## config.mk

```make
export PLATFORM = sky130hd
export DESIGN_NAME = pwm_deadtime_override_stage
export DESIGN_NICKNAME = d
export VERILOG_FILES = /design/src/pkg/pwm_stage_pkg.sv /design/src/verilog/pwm_deadtime_override_stage.sv
export SDC_FILE = /design/constraint.sdc
export NUM_CORES = 1
export LEC_CHECK = 0
export ABC_AREA = 1
export BUFFER_PORTS_ARGS = -buffer_cell sky130_fd_sc_hd__buf_4
export CORE_MARGIN = 10
export CORE_UTILIZATION = 50
export CTS_CLUSTER_DIAMETER = 150
export DETAILED_ROUTE_END_ITERATION = 12
export MAX_ROUTING_LAYER = met4
export PLACE_DENSITY_LB_ADDON = 0.15
export REMOVE_ABC_BUFFERS = 1
export SYNTH_ARGS = -nofsm -noshare
export SYNTH_HDL_FRONTEND = slang
export SYNTH_SLANG_ARGS = --single-unit
```

## constraint.sdc

```tcl
create_clock -name aclk -period 3.9 [get_ports aclk]
set_input_delay 0.195 -clock aclk [delete_from_list [all_inputs] [get_ports aclk]]
set_output_delay 0.195 -clock aclk [all_outputs]
set_load 0.05 [all_outputs]
```

## src/pkg/pwm_stage_pkg.sv

```systemverilog
package pwm_stage_pkg;

    // *****************************************
    // Register indices (byte address = 4 * index)
    // *****************************************
    localparam logic [6:0] IDX_STAGE_CTRL  = 7'h00; // Pair enables, pattern mode, soft blank
    localparam logic [6:0] IDX_THIRD_CTRL  = 7'h05; // Command field, write only
    localparam logic [6:0] IDX_FAULT_CTRL  = 7'h0a; // Fault action and restart mode
    localparam logic [6:0] IDX_STATE       = 7'h0f; // fault_and_blank_state
    localparam logic [6:0] IDX_DT_LOW      = 7'h10; // low_side_dead_time
    localparam logic [6:0] IDX_DT_HIGH     = 7'h11; // high_side_dead_time
    localparam logic [6:0] IDX_DT_BOTH     = 7'h12; // both_sides_dead_time
    localparam logic [6:0] IDX_PAIR_XCHG   = 7'h13; // pair_exchange
    localparam logic [6:0] IDX_PAT_OVR     = 7'h14; // pattern_override_enable
    localparam logic [6:0] IDX_PAT_VAL     = 7'h15; // pattern_output_value
    localparam logic [6:0] IDX_TAKEOVER    = 7'h17; // port_takeover_enable
    localparam logic [6:0] IDX_IRQ_STATUS  = 7'h20; // Sticky events, read only
    localparam logic [6:0] IDX_IRQ_CLEAR   = 7'h21; // Write one to clear
    localparam logic [6:0] IDX_IRQ_ENABLE  = 7'h22; // Interrupt enables

    // *****************************************
    // Field positions and codes
    // *****************************************
    localparam int         BIT_PGM         = 4;     // pattern_generation_mode in stage ctrl
    localparam int         BIT_SW_BLANK    = 5;     // Software blanking in stage ctrl
    localparam int         BIT_FSTATE      = 0;     // overall_fault_state
    localparam int         BIT_LIVE_A      = 2;     // fault_live_input_a, b and c follow
    localparam int         BIT_BLANK       = 7;     // blanking_active
    localparam logic [2:0] CMD_SW_FAULT    = 3'h1;  // Software-triggered fault
    localparam logic [2:0] CMD_FAULT_CLEAR = 3'h2;  // fault_clear_command
    localparam logic [1:0] ACT_NONE        = 2'h0;  // Protection disabled
    localparam logic [1:0] ACT_LOW         = 2'h1;  // Drive all taken-over pins low
    localparam logic [1:0] ACT_CUSTOM      = 2'h3;  // Custom drive, modelled as drive all taken-over pins low
    localparam logic [7:0] RESET_BYTE      = 8'h00; // Reset of every register
    localparam logic [1:0] RESP_OKAY       = 2'b00; // AXI okay
    localparam logic [1:0] RESP_SLVERR     = 2'b10; // AXI slave error

    // *****************************************
    // Carriers
    // *****************************************
    typedef struct packed {
        logic       debug_ignore;  // Debug break does not fault
        logic [3:0] unused;        // Reads zero
        logic       restart_mode;  // 1 = cycle_by_cycle_restart
        logic [1:0] action;        // fault_action
    } fault_ctrl_t;

    typedef struct packed {
        logic [2:0] event_flag;    // event_fault_flag C..A
        logic       fault_det;     // Rising edge of fault state
    } irq_bits_t;

endpackage

```

## src/verilog/pwm_deadtime_override_stage.sv

```systemverilog
// How it works
// - Blanking state bit reads one while blanking
// - One live fault bit per event input
// - Any fault source sets overall fault state when fault action is not none
// - Clear command, or update in cycle-by-cycle mode, leaves fault state
// - Cycle-by-cycle mode clears at next update
// - Low side waits low dead-time cycles
// - High side waits high dead-time cycles
// - Combined write loads both dead times
// - Exchange bit swaps outputs of pair
// - Exchange ignores pair dead-time enables
// - Override bits replace exchanged output in pattern generation mode
// - Pattern value bit drives pin level
// - Takeover bits hand port bits to waveform
// - Takeover bits cannot clear under protection
// - Fault action none, low, reserved, custom
// - Latched restart also needs flags cleared
`timescale 1ns/1ps
`default_nettype none

module pwm_deadtime_override_stage #(
    parameter int PAIRS = 4,                     // Complementary pairs
    parameter int DT_W  = 8                      // Dead-time counter width
) (
    input  wire logic              aclk,         // 50 MHz clock
    input  wire logic              aresetn,      // Sync reset, active low
    input  wire logic [8:0]        s_axi_awaddr, // Write address
    input  wire logic              s_axi_awvalid, // Write address valid
    output logic                   s_axi_awready, // Write address ready
    input  wire logic [31:0]       s_axi_wdata,  // Write data
    input  wire logic [3:0]        s_axi_wstrb,  // Write strobes
    input  wire logic              s_axi_wvalid, // Write data valid
    output logic                   s_axi_wready, // Write data ready
    output logic [1:0]             s_axi_bresp,  // Write response
    output logic                   s_axi_bvalid, // Write response valid
    input  wire logic              s_axi_bready, // Write response ready
    input  wire logic [8:0]        s_axi_araddr, // Read address
    input  wire logic              s_axi_arvalid, // Read address valid
    output logic                   s_axi_arready, // Read address ready
    output logic [31:0]            s_axi_rdata,  // Read data
    output logic [1:0]             s_axi_rresp,  // Read response
    output logic                   s_axi_rvalid, // Read data valid
    input  wire logic              s_axi_rready, // Read data ready
    input  wire logic [2*PAIRS-1:0] wave_in,     // Timer waveforms, same clock
    input  wire logic              update_event, // Timer update pulse
    input  wire logic [2*PAIRS-1:0] port_out_reg, // Port output register
    input  wire logic [2:0]        fault_pin,    // Fault event inputs C..A, async
    input  wire logic              debug_break,  // Debug break request, async
    input  wire logic              blank_hw,     // Hardware blanking, async
    output logic [2*PAIRS-1:0]     pin_out,      // Pin levels to power stage
    output logic                   irq           // Level interrupt
);

    localparam int N = 2 * PAIRS;                // Output count

    // *****************************************
    // Synchronisers
    // *****************************************
    logic [4:0] sync_meta;                       // First stage, read by second only
    logic [4:0] sync_q;                          // Safe copies

    // Two flops on every asynchronous input
    always_ff @(posedge aclk) begin
        if (!aresetn) begin
            sync_meta <= '0;
            sync_q    <= '0;
        end else begin
            sync_meta <= {blank_hw, debug_break, fault_pin};
            sync_q    <= sync_meta;
        end
    end

    // *****************************************
    // Register storage
    // *****************************************
    logic [7:0]         stage_ctrl;              // Pair enables, pgm, soft blank
    pwm_stage_pkg::fault_ctrl_t fault_ctrl;      // Fault control register
    logic [DT_W-1:0]    dt_low;                  // low_side_dead_time
    logic [DT_W-1:0]    dt_high;                 // high_side_dead_time
    logic [DT_W-1:0]    dt_both;                 // Last combined write
    logic [PAIRS-1:0]   pair_xchg;               // pair_exchange
    logic [N-1:0]       pat_ovr;                 // pattern_override_enable
    logic [N-1:0]       pat_val;                 // pattern_output_value
    logic [N-1:0]       takeover;                // port_takeover_enable
    pwm_stage_pkg::irq_bits_t irq_status;        // Sticky events
    pwm_stage_pkg::irq_bits_t irq_enable;        // Interrupt enables
    logic               fault_state;             // overall_fault_state

    // *****************************************
    // AXI4-Lite write channel
    // *****************************************
    logic [8:0]  aw_addr;                        // Held write address
    logic [31:0] w_data;                         // Held write data
    logic [3:0]  w_strb;                         // Held strobes
    logic        aw_full;                        // Address captured
    logic        w_full;                         // Data captured
    logic        wr_fire;                        // Write performed this cycle
    logic [6:0]  wr_idx;                         // Word index written
    logic [7:0]  wr_byte;                        // Low data byte
    logic        wr_lane;                        // Low byte lane enabled

    assign wr_fire = aw_full && w_full && !s_axi_bvalid;
    assign wr_idx  = aw_addr[8:2];
    assign wr_byte = w_data[7:0];
    assign wr_lane = wr_fire && w_strb[0];

    // Address and data taken in either order, held till both present
    always_ff @(posedge aclk) begin
        if (!aresetn) begin
            aw_full       <= 1'b0;
            w_full        <= 1'b0;
            aw_addr       <= '0;
            w_data        <= '0;
            w_strb        <= '0;
            s_axi_awready <= 1'b0;
            s_axi_wready  <= 1'b0;
        end else begin
            s_axi_awready <= !aw_full && !s_axi_awready;
            s_axi_wready  <= !w_full && !s_axi_wready;
            if (s_axi_awvalid && s_axi_awready) begin
                aw_full <= 1'b1;
                aw_addr <= s_axi_awaddr;
            end else if (wr_fire) begin
                aw_full <= 1'b0;
            end
            if (s_axi_wvalid && s_axi_wready) begin
                w_full <= 1'b1;
                w_data <= s_axi_wdata;
                w_strb <= s_axi_wstrb;
            end else if (wr_fire) begin
                w_full <= 1'b0;
            end
        end
    end

    // Write decode: which index is mapped
    function automatic logic mapped(input logic [6:0] idx);
        case (idx)
            pwm_stage_pkg::IDX_STAGE_CTRL, pwm_stage_pkg::IDX_THIRD_CTRL,
            pwm_stage_pkg::IDX_FAULT_CTRL, pwm_stage_pkg::IDX_STATE,
            pwm_stage_pkg::IDX_DT_LOW,     pwm_stage_pkg::IDX_DT_HIGH,
            pwm_stage_pkg::IDX_DT_BOTH,    pwm_stage_pkg::IDX_PAIR_XCHG,
            pwm_stage_pkg::IDX_PAT_OVR,    pwm_stage_pkg::IDX_PAT_VAL,
            pwm_stage_pkg::IDX_TAKEOVER,   pwm_stage_pkg::IDX_IRQ_STATUS,
            pwm_stage_pkg::IDX_IRQ_CLEAR,  pwm_stage_pkg::IDX_IRQ_ENABLE: mapped = 1'b1;
            default: mapped = 1'b0;
        endcase
    endfunction

    // Write response one cycle after both halves meet
    always_ff @(posedge aclk) begin
        if (!aresetn) begin
            s_axi_bvalid <= 1'b0;
            s_axi_bresp  <= pwm_stage_pkg::RESP_OKAY;
        end else if (wr_fire) begin
            s_axi_bvalid <= 1'b1;
            s_axi_bresp  <= mapped(wr_idx) ? pwm_stage_pkg::RESP_OKAY : pwm_stage_pkg::RESP_SLVERR;
        end else if (s_axi_bready) begin
            s_axi_bvalid <= 1'b0;
        end
    end

    // *****************************************
    // Configuration registers
    // *****************************************
    logic protect_on;                            // Fault action is not none
    assign protect_on = fault_ctrl.action != pwm_stage_pkg::ACT_NONE;

    // Plain software registers; both dead times share one write port
    always_ff @(posedge aclk) begin
        if (!aresetn) begin
            stage_ctrl <= pwm_stage_pkg::RESET_BYTE;
            fault_ctrl <= pwm_stage_pkg::RESET_BYTE;
            dt_low     <= pwm_stage_pkg::RESET_BYTE;
            dt_high    <= pwm_stage_pkg::RESET_BYTE;
            dt_both    <= pwm_stage_pkg::RESET_BYTE;
            pair_xchg  <= '0;
            pat_ovr    <= pwm_stage_pkg::RESET_BYTE;
            pat_val    <= pwm_stage_pkg::RESET_BYTE;
            takeover   <= pwm_stage_pkg::RESET_BYTE;
            irq_enable <= '0;
        end else if (wr_lane) begin
            unique case (wr_idx)
                pwm_stage_pkg::IDX_STAGE_CTRL: stage_ctrl <= wr_byte;
                pwm_stage_pkg::IDX_FAULT_CTRL: begin
                    fault_ctrl        <= wr_byte;
                    fault_ctrl.unused <= '0;
                end
                pwm_stage_pkg::IDX_DT_LOW:  dt_low  <= wr_byte;
                pwm_stage_pkg::IDX_DT_HIGH: dt_high <= wr_byte;
                pwm_stage_pkg::IDX_DT_BOTH: begin
                    dt_both <= wr_byte;
                    dt_low  <= wr_byte;
                    dt_high <= wr_byte;
                end
                pwm_stage_pkg::IDX_PAIR_XCHG:  pair_xchg <= wr_byte[PAIRS-1:0];
                pwm_stage_pkg::IDX_PAT_OVR:    pat_ovr   <= wr_byte;
                pwm_stage_pkg::IDX_PAT_VAL:    pat_val   <= wr_byte;
                // Under protection a write may only add bits
                pwm_stage_pkg::IDX_TAKEOVER:   takeover  <= protect_on ? (takeover | wr_byte) : wr_byte;
                pwm_stage_pkg::IDX_IRQ_ENABLE: irq_enable <= {wr_byte[4:2], wr_byte[0]}; // Status layout
                default: ;
            endcase
        end
    end

    // *****************************************
    // Fault detection
    // *****************************************
    logic       blanking;                        // blanking_active
    logic [2:0] live;                            // Live fault per event input
    logic       cmd_wr;                          // Command field written
    logic       sw_fault;                        // Software fault command
    logic       clr_cmd;                         // fault_clear_command seen
    logic       dbg_fault;                       // Debug break counts as fault
    logic       any_source;                      // Some fault source present
    logic       fault_prev;                      // For edge detection
    logic [3:0] irq_clear;                       // W1C strobes

    assign blanking   = sync_q[4] || stage_ctrl[pwm_stage_pkg::BIT_SW_BLANK];
    // Blanking hides event inputs, the usual reason to blank
    assign live       = blanking ? 3'b000 : sync_q[2:0];
    assign cmd_wr     = wr_lane && wr_idx == pwm_stage_pkg::IDX_THIRD_CTRL;
    assign sw_fault   = cmd_wr && wr_byte[2:0] == pwm_stage_pkg::CMD_SW_FAULT;
    assign clr_cmd    = cmd_wr && wr_byte[2:0] == pwm_stage_pkg::CMD_FAULT_CLEAR;
    assign dbg_fault  = sync_q[3] && !fault_ctrl.debug_ignore;
    assign any_source = protect_on && (|live || sw_fault || dbg_fault);
    assign irq_clear  = (wr_lane && wr_idx == pwm_stage_pkg::IDX_IRQ_CLEAR) ? {wr_byte[4:2], wr_byte[0]} : 4'h0;

    // Overall state: a new source wins over any clear in the same cycle
    always_ff @(posedge aclk) begin
        if (!aresetn) begin
            fault_state <= 1'b0;
        end else if (any_source) begin
            fault_state <= 1'b1;
        end else if (fault_ctrl.restart_mode) begin
            if (clr_cmd || update_event) begin
                fault_state <= 1'b0;
            end
        end else if (clr_cmd && irq_status.event_flag == 3'b000) begin
            fault_state <= 1'b0;
        end
    end

    // Sticky event flags and interrupt: set beats clear
    always_ff @(posedge aclk) begin
        if (!aresetn) begin
            irq_status <= '0;
            fault_prev <= 1'b0;
            irq        <= 1'b0;
        end else begin
            fault_prev           <= fault_state;
            irq_status.event_flag <= (protect_on ? live : 3'b000) | (irq_status.event_flag & ~irq_clear[3:1]);
            irq_status.fault_det <= (fault_state && !fault_prev) || (irq_status.fault_det && !irq_clear[0]);
            irq                  <= |(irq_status & irq_enable);
        end
    end

    // *****************************************
    // Dead-time units
    // *****************************************
    logic [N-1:0]    dti_out;                    // Unit outputs, low at 2n
    logic [DT_W-1:0] cnt [N];                    // Per-side wait counters
    logic [N-1:0]    want;                       // Requested side levels

    // Each pair turns one waveform into a low and a high side
    always_comb begin
        for (int p = 0; p < PAIRS; p++) begin
            want[2*p]   = !wave_in[2*p];
            want[2*p+1] = wave_in[2*p];
        end
    end

    // In an enabled pair a side rises only after its partner is low and its wait is over
    // Rise lands D cycles after the partner fell, but never sooner than one
    always_ff @(posedge aclk) begin
        if (!aresetn) begin
            dti_out <= '0;
            for (int i = 0; i < N; i++) begin
                cnt[i] <= '0;
            end
        end else begin
            for (int i = 0; i < N; i++) begin
                if (!stage_ctrl[i/2]) begin
                    dti_out[i] <= wave_in[i];             // Pair bypassed
                    cnt[i]     <= '0;
                end else if (!want[i] || dti_out[i^1]) begin
                    dti_out[i] <= 1'b0;
                    cnt[i]     <= '0;
                end else if (cnt[i] + 1'b1 >= ((i % 2 == 0) ? dt_low : dt_high)) begin
                    dti_out[i] <= 1'b1;
                end else begin
                    cnt[i]     <= cnt[i] + 1'b1;
                end
            end
        end
    end

    // *****************************************
    // Exchange, pattern, fault and port stage
    // *****************************************
    logic [N-1:0] xchg;                          // After pair exchange
    logic [N-1:0] patt;                          // After pattern override
    logic [N-1:0] next_pin;                      // Pin value to register

    // Exchange works on unit outputs whatever the pair enables say
    always_comb begin
        for (int p = 0; p < PAIRS; p++) begin
            xchg[2*p]   = pair_xchg[p] ? dti_out[2*p+1] : dti_out[2*p];
            xchg[2*p+1] = pair_xchg[p] ? dti_out[2*p] : dti_out[2*p+1];
        end
    end

    // Override only acts in pattern generation mode
    assign patt = stage_ctrl[pwm_stage_pkg::BIT_PGM] ? ((xchg & ~pat_ovr) | (pat_val & pat_ovr)) : xchg;

    // Fault drives low under action low; custom drive is not modelled here and also drives low
    always_comb begin
        next_pin = patt;
        unique case (fault_ctrl.action)
            pwm_stage_pkg::ACT_LOW, pwm_stage_pkg::ACT_CUSTOM: begin
                if (fault_state) begin
                    next_pin = '0;
                end
            end
            default: ;
        endcase
        next_pin = (next_pin & takeover) | (port_out_reg & ~takeover);
    end

    // Registered pins
    always_ff @(posedge aclk) begin
        if (!aresetn) begin
            pin_out <= '0;
        end else begin
            pin_out <= next_pin;
        end
    end

    // *****************************************
    // AXI4-Lite read channel
    // *****************************************
    logic [7:0] rd_byte;                         // Selected register
    logic [6:0] rd_idx;                          // Read index
    assign rd_idx = s_axi_araddr[8:2];

    // Read mux; reserved bits and write-only words read zero
    always_comb begin
        rd_byte = '0;
        unique case (rd_idx)
            pwm_stage_pkg::IDX_STAGE_CTRL: rd_byte = stage_ctrl;
            pwm_stage_pkg::IDX_FAULT_CTRL: rd_byte = fault_ctrl;
            pwm_stage_pkg::IDX_STATE: begin
                rd_byte[pwm_stage_pkg::BIT_BLANK]  = blanking;
                rd_byte[pwm_stage_pkg::BIT_LIVE_A +: 3] = live;
                rd_byte[pwm_stage_pkg::BIT_FSTATE] = fault_state;
            end
            pwm_stage_pkg::IDX_DT_LOW:     rd_byte = dt_low;
            pwm_stage_pkg::IDX_DT_HIGH:    rd_byte = dt_high;
            pwm_stage_pkg::IDX_DT_BOTH:    rd_byte = dt_both;
            pwm_stage_pkg::IDX_PAIR_XCHG:  rd_byte[PAIRS-1:0] = pair_xchg;
            pwm_stage_pkg::IDX_PAT_OVR:    rd_byte = pat_ovr;
            pwm_stage_pkg::IDX_PAT_VAL:    rd_byte = pat_val;
            pwm_stage_pkg::IDX_TAKEOVER:   rd_byte = takeover;
            pwm_stage_pkg::IDX_IRQ_STATUS: rd_byte[4:0] = {irq_status.event_flag, 1'b0, irq_status.fault_det};
            pwm_stage_pkg::IDX_IRQ_ENABLE: rd_byte[4:0] = {irq_enable.event_flag, 1'b0, irq_enable.fault_det};
            default: rd_byte = '0;
        endcase
    end

    // Address taken when idle; data one cycle later
    always_ff @(posedge aclk) begin
        if (!aresetn) begin
            s_axi_arready <= 1'b0;
            s_axi_rvalid  <= 1'b0;
            s_axi_rdata   <= '0;
            s_axi_rresp   <= pwm_stage_pkg::RESP_OKAY;
        end else begin
            s_axi_arready <= !s_axi_rvalid && !s_axi_arready;
            if (s_axi_arvalid && s_axi_arready) begin
                s_axi_rvalid <= 1'b1;
                s_axi_rdata  <= {24'h00_0000, rd_byte};
                s_axi_rresp  <= mapped(rd_idx) ? pwm_stage_pkg::RESP_OKAY : pwm_stage_pkg::RESP_SLVERR;
            end else if (s_axi_rready) begin
                s_axi_rvalid <= 1'b0;
            end
        end
    end

endmodule

`default_nettype wire

```

==> flow_summary_export.csv, run 1 <==
group,metric,value,unit
outcome,status,"finished, final reports clean",
die,fp.dieW,167,µm
drt,via_per_inst,5.28,
critical_path,worst_ep_required_time,3.97,ns
sta,finalSetupTns,0,ns
synthesis,async_flop_share,0,%
placement,gp_congestion,0.923,
sta,period_share,70.4,%
clocking,cts-root-buf,"clkbuf_16",
clocking,clk_pin_slew,0.08,ns
critical_path,cpPeakStageDelay,0.45,ns
critical_path,cp-end-kind,"register",
critical_path,path_delay_family,"simple AND/OR/NAND/NOR gates",
drt,top_layer,"met4",
final_layout,nets,1602,
clocking,cts_setup_buffers,0,
clocking,cts_buffer_depth,2,
critical_path,critical-path-slowest-cell,"edfxtp_1",
critical_path,worst_r2r_startpoint,"cnt[0][0]$_SDFFCE_PN0P_",
critical_path,path_depth,11,
die,ios,133,
synthesis,synth_edf_count,64,
synthesis,yosys_most_used_dff,"dfxtp_1",
global_routing,gr-usage-all-layers,19.6,%
sta,worst_slew_pin_slew,1.04,ns
final_layout,final_cell_mix,"nand2_1, inv_1, nor2_1, dfxtp_1, a21oi_1",
drt,ant_nets,0,
final_layout,seq_area,4620,µm²
final_layout,fillers,1971,
global_routing,antenna_found_initial,0,
critical_path,rr_worst_depth,11,
sta,clock_skew,0.0134,ns
sta,setup_viol,0,
critical_path,r2r_slack,1.16,ns
global_routing,first_global_vias,8732,
critical_path,crit_buf_inv,1,
sta,rsz0062_at_grt,"false",
critical_path,startpoint,"cnt[0][0]$_SDFFCE_PN0P_",
synthesis,synth_top_area_share,24.9,%
drt,met1_length,12600,µm
placement,io_buffers,75,
critical_path,crit_arrival,2.81,ns
clocking,insertion_delay,0.44,ns
final_layout,drive_gt1_share,9.86,%
drt,wl_per_cell,15.7,µm
synthesis,yosys_warnings,0,
synthesis,seq_area_frac_synth,42.7,%
sta,max_freq,364,MHz
job,cap_violations,0,
drt,dr.pass1.iters,5,
critical_path,cp_cell_sequence,"ha_1 > nand3_1 > nand3b_1 > xor2_1 > inv_1 > ha_1 > nand2_1 > nor2_1 > nand4_1 > nand4_1 > nand3_1",
placement,dp_hpwl,20300,µm
final_layout,area_delta_synth_final,12.5,%
die,design.die.area,28000,µm²
die,die_y,167,µm
clocking,h-tree-depth,4,
synthesis,syn_area_per_cell,7.88,µm²
sta,relSlewSlack,30.6,%
critical_path,crit_end,"cnt[0][5]$_SDFFCE_PN0P_",
synthesis,syn_area,10800,µm²
drt,vias,9164,
drt,dr_wl_met2,13200,µm
drt,drc_errors,0,
synthesis,synth_seq_cells,199,
power,peakVddDrop,0.000316,V
power,power.density,352,nW/µm²
clocking,cts_tree,"yes",
global_routing,grt_first_pass_wirelength,44300,µm
power,cellLeakagePower,5.51,nW
synthesis,synth_area_leader_cell,"dfxtp_1",
final_layout,multi_input_area,5250,µm²
final_layout,layout_commonest_cell,"nand2_1",
global_routing,grt_start_max_net_pins,60,
sta,period_minus_slack,2.74,ns
final_layout,antenna_cells,0,
drt,met3_wirelength,1290,µm
drt,totalWireLength,27300,µm
critical_path,crit_type,"register to register",
drt,first_iter_violations,636,
hold_path,hp-class,"input pin to register",
sta,drv_slew,0,
clocking,cts_inserted_buffers,17,
synthesis,yosys.cell_types.count,43,
critical_path,r2r_end,"cnt[0][5]$_SDFFCE_PN0P_",
synthesis,netlist_instances,1375,
global_routing,grt-ovfl-total,0,
critical_path,cp-start-kind,"register",
synthesis,ys_top_cells_by_area,"dfxtp_1, edfxtp_1, ha_1",
sta,hold_violations,0,
die,rows,53,
die,coreArea,21200,µm²
die,start_util,51.2,%
final_layout,fin_util,57.6,%
critical_path,cp_max_fo,8,
clocking,cts_sinks,199,
-- registers in the layout, summed over array words and instances (netlist names), 4 cells and up, named ones only --
signal and count:
aw_addr 7, cnt 64, dt_both 8, dt_high 8, dt_low 8, dti_out 8
fault_ctrl 4, irq_enable 4, irq_status 4, pair_xchg 4, pat_ovr 8, pat_val 8
pin_out 8, s_axi_rdata 8, stage_ctrl 8, sync_meta 5, sync_q 5, takeover 8
w_data 8
-- synthesized netlist by cell type, types with 2 or more instances --
| master | number |
|---|---|
| a21oi_1 | 131 |
| nand2_2 | 3 |
| buf_2 | 8 |
| dfxtp_1 | 135 |
| nor2b_1 | 2 |
| nor3b_1 | 3 |
| inv_2 | 6 |
| o211ai_1 | 5 |
| o21ai_1 | 25 |
| nand3_1 | 92 |
| a211oi_1 | 5 |
| nand2_1 | 210 |
| o2111ai_1 | 8 |
| xor2_1 | 33 |
| and3_1 | 6 |
| xnor2_1 | 12 |
| clkbuf_1 | 17 |
| buf_4 | 31 |
| nor3_1 | 12 |
| nor2_4 | 2 |
| and2_1 | 5 |
| a31oi_1 | 2 |
| ha_1 | 72 |
| nor2_1 | 158 |
| nand3b_1 | 14 |
| buf_1 | 3 |
| inv_1 | 179 |
| nor2_2 | 11 |
| o21a_1 | 6 |
| nand3_2 | 4 |
| o21ai_0 | 84 |
| edfxtp_1 | 64 |
| nand4_1 | 17 |
-- where the power goes --
part	switching (mW)	internal, mW	total [mW]	leakage, nW
clock network	0.870	0.906	1.78	0.290
logic	0.227	0.0943	0.321	3.33
registers	0.0382	2.16	2.20	1.89
total	1.13	3.16	4.29	5.51
-- stage by stage --
step / instances / setup slack, ns / hold WS, ns / instance area (µm²) / total power [mW]
3_5_place_dp: 1696 / 1.16 / 0.380 / 11500 / 2.56
3_3_place_gp: 1696 / 1.20 / 0.379 / 11500 / 2.55
4_1_cts: 1735 / 1.14 / 0.00278 / 12200 / 4.30
6_report: 1735 / 1.16 / 0.00662 / 12200 / 4.29
2_1_floorplan: 1341 / 1.21 / 0.288 / 10600 / 2.43
5_1_grt: 1735 / 0.912 / 0.00623 / 12200 / 4.43
-- worst min path at each step --
stage	depth (start not counted)	slack (ns)	from	endpoint
6_report	3	0.007	s_axi_wdata[5]	w_data[5]$_SDFFE_PN0P_
5_1_grt	3	0.006	port_out_reg[7]	pin_out[7]$_SDFF_PN0_
4_1_cts	3	0.003	port_out_reg[5]	pin_out[5]$_SDFF_PN0_
3_5_place_dp	3	0.38	blank_hw	sync_meta[4]$_SDFF_PN0_
3_3_place_gp	3	0.38	blank_hw	sync_meta[4]$_SDFF_PN0_
2_1_floorplan	2	0.29	aresetn	sync_meta[0]$_SDFF_PN0_
-- per-layer routing --
| metal | vias up | GRT usage, % |
|---|---|---|
| met5 | - | - |
| met4 | 0 | 4.35 |
| met1 | 4240 | 25.2 |
| li1 | 4655 | - |
| met2 | 245 | 32.5 |
| met3 | 24 | 2.67 |
-- cell type report --
class | instances | area share [%]
Clock buffer | 19 | 3.81
Multi-Input combinational cell | 956 | 43.1
Clock inverter | 13 | 1.01
Tap cell | 275 | 2.82
Sequential cell | 199 | 38.0
Inverter | 186 | 5.77
Timing Repair Buffer | 87 | 5.50
-- kinds of logic (layout without fill, tap and decap cells) --
kind of cell    count (synthesis)  after routing  synth area share, %
compound gates                271            271                 13.4
flops                         199            199                 42.7
other cells                     1             26               0.0346
buf+inv                       245            305                 9.70
xor+xnor                       45             45                 3.64
simple gates                  542            542                 22.2
fa+ha+maj                      72             72                 8.32
-- timing repair --
item,CTS,global route
hold buffers,7,0
setup endpoints to repair,0,0
endpoints found under the hold margin,7,0
resized for setup,0,0
-- worst reg2reg max path: cells and delay by family, from the launching register on --
kind                     cells  cell delay (ns)
flip-flops                   1             0.45
XOR/XNOR                     1             0.23
buffers and inverters        1             0.08
adder cells (fa/ha/maj)      2             0.52
AND/OR/NAND/NOR              7             1.09
Note: power is estimated with default switching activity, not from simulation.
==> inputs of run 2 (changes only) <==
clock period = 2.6 ns   (was 3.9 ns; I/O delays follow)
==> flow_summary_export.csv, run 2 (synthesized netlist as in run 1, its figures left out) <==
group,metric,value,unit
clocking,h-tree-depth,4,
outcome,status,"finished, final reports clean",
clocking,cts_sinks,199,
critical_path,cp-start-kind,"register",
final_layout,largest_reg_flops,64,
job,cap_violations,0,
final_layout,fillers,1913,
die,start_util,51.2,%
drt,dr.pass1.iters,5,
final_layout,drive_gt1_share,14.2,%
critical_path,worst_ep_required_time,2.91,ns
sta,clock_skew,0.0137,ns
critical_path,crit_arrival,2.77,ns
clocking,cts_inserted_buffers,17,
power,total_power,6.51,mW
sta,period_share,94.6,%
sta,drv_slew,0,
placement,gp_congestion,0.917,
drt,vias,9253,
global_routing,antenna_found_initial,0,
drt,first_iter_violations,554,
clocking,cts_tree,"yes",
final_layout,top_register,"cnt",
critical_path,cpPeakStageDelay,0.39,ns
power,power.density,508,nW/µm²
critical_path,cp_cell_sequence,"and3_4 > nand3_4 > nand3b_1 > xnor2_2 > ha_1 > a21oi_2 > o21a_1 > nand4_1 > nor2_2 > buf_4 > and2_4",
sta,setup_viol,0,
final_layout,final_cell_mix,"nand2_1, inv_1, nor2_1, dfxtp_1, a21oi_1",
drt,totalWireLength,27500,µm
global_routing,gr-usage-all-layers,19.7,%
final_layout,finalNonFillerCells,1782,
global_routing,grt_first_pass_wirelength,44700,µm
die,design.die.area,28000,µm²
global_routing,first_global_vias,8931,
sta,max_freq,406,MHz
die,fp.dieW,167,µm
placement,dp_hpwl,20200,µm
sta,relSlewSlack,48.6,%
die,die_y,167,µm
drt,met3_wirelength,1180,µm
global_routing,grt-ovfl-total,0,
global_routing,grt_start_max_net_pins,101,
final_layout,multi_input_area,5430,µm²
drt,ant_nets,0,
die,coreArea,21200,µm²
drt,drc_errors,0,
power,cellLeakagePower,5.76,nW
sta,hold_violations,0,
critical_path,cp-end-kind,"register",
final_layout,layout_commonest_cell,"nand2_1",
critical_path,critical-path-slowest-cell,"edfxtp_1",
hold_path,hp-class,"input pin to register",
sta,worst_slew_pin_slew,0.771,ns
sta,period_minus_slack,2.46,ns
critical_path,cp_max_fo,3,
placement,dpl.cell_count,1709,
clocking,clk_pin_slew,0.08,ns
final_layout,antenna_cells,0,
clocking,insertion_delay,0.44,ns
die,ios,133,
drt,top_layer,"met4",
final_layout,nets,1649,
drt,wl_per_cell,15.4,µm
final_layout,fin_util,60.5,%
sta,holdWs,0.0319,ns
die,rows,53,
clocking,cts-root-buf,"clkbuf_16",
placement,io_buffers,75,
power,peakVddDrop,0.000451,V
critical_path,crit_type,"register to register",
drt,dr_wl_met2,13400,µm
drt,via_per_inst,5.19,
clocking,cts_buffer_depth,2,
final_layout,seq_area,4620,µm²
drt,met1_length,12500,µm
final_layout,area_delta_synth_final,18.2,%
run 2: cell type report:
type	instances	share of cell area (%)
Clock inverter	15	1.37
Sequential cell	199	36.1
Inverter	186	5.49
Multi-Input combinational cell	956	42.4
Clock buffer	17	3.32
Tap cell	275	2.69
Timing Repair Buffer	134	8.55
run 2: path summary, 6_finish.rpt:
check	startpoint	endpoint	slack, ns	cells past startpoint
worst max-delay path	cnt[1][2]$_SDFFCE_PN0P_	cnt[1][7]$_SDFFCE_PN0P_	0.14	11
worst max register to register	cnt[1][2]$_SDFFCE_PN0P_	cnt[1][7]$_SDFFCE_PN0P_	0.14	11
worst min register to register	sync_meta[4]$_SDFF_PN0_	sync_q[4]$_SDFF_PN0_	0.41	2
worst min-delay path	wave_in[1]	dti_out[1]$_SDFFE_PN0P_	0.03	5
run 2: what timing repair did:
item / in CTS / in global routing
hold buffers: 26 / 0
pin swaps: 0 / 14
buffers inserted: 0 / 15
endpoints found under the hold margin: 26 / 0
gates resized for setup: 1 / 47
endpoints found under the setup margin: 7 / 119
run 2: metrics by stage:
stage                     setup TNS (ns)  area [µm²]  setup WS (ns)
after detailed placement               0       11600        0.00964
after floorplan                   -0.683       10600        -0.0853
final                                  0       12800          0.140
after global placement                 0       11600         0.0407
after CTS                              0       12500         0.0159
after global routing              -0.264       12800        -0.0235
run 2: where the power goes:
group	total, mW	switching [mW]	internal (mW)
Sequential	3.29	0.0580	3.24
Combinational	0.514	0.347	0.167
Clock	2.70	1.31	1.39
run 2: metal layers:
layer / GRT usage, % / up-vias
met1: 24.6 / 4256
met2: 32.8 / 209
met5: - / -
li1: - / 4754
met4: 5.30 / 0
met3: 2.95 / 34
run 2: worst max-delay path: cells and delay by family (launching register included):
| family | cells | cell delay [ns] |
|---|---|---|
| xor+xnor | 1 | 0.18 |
| simple gates | 6 | 1.03 |
| compound gates | 2 | 0.29 |
| flops | 1 | 0.39 |
| fa+ha+maj | 1 | 0.33 |
| buf+inv | 1 | 0.13 |
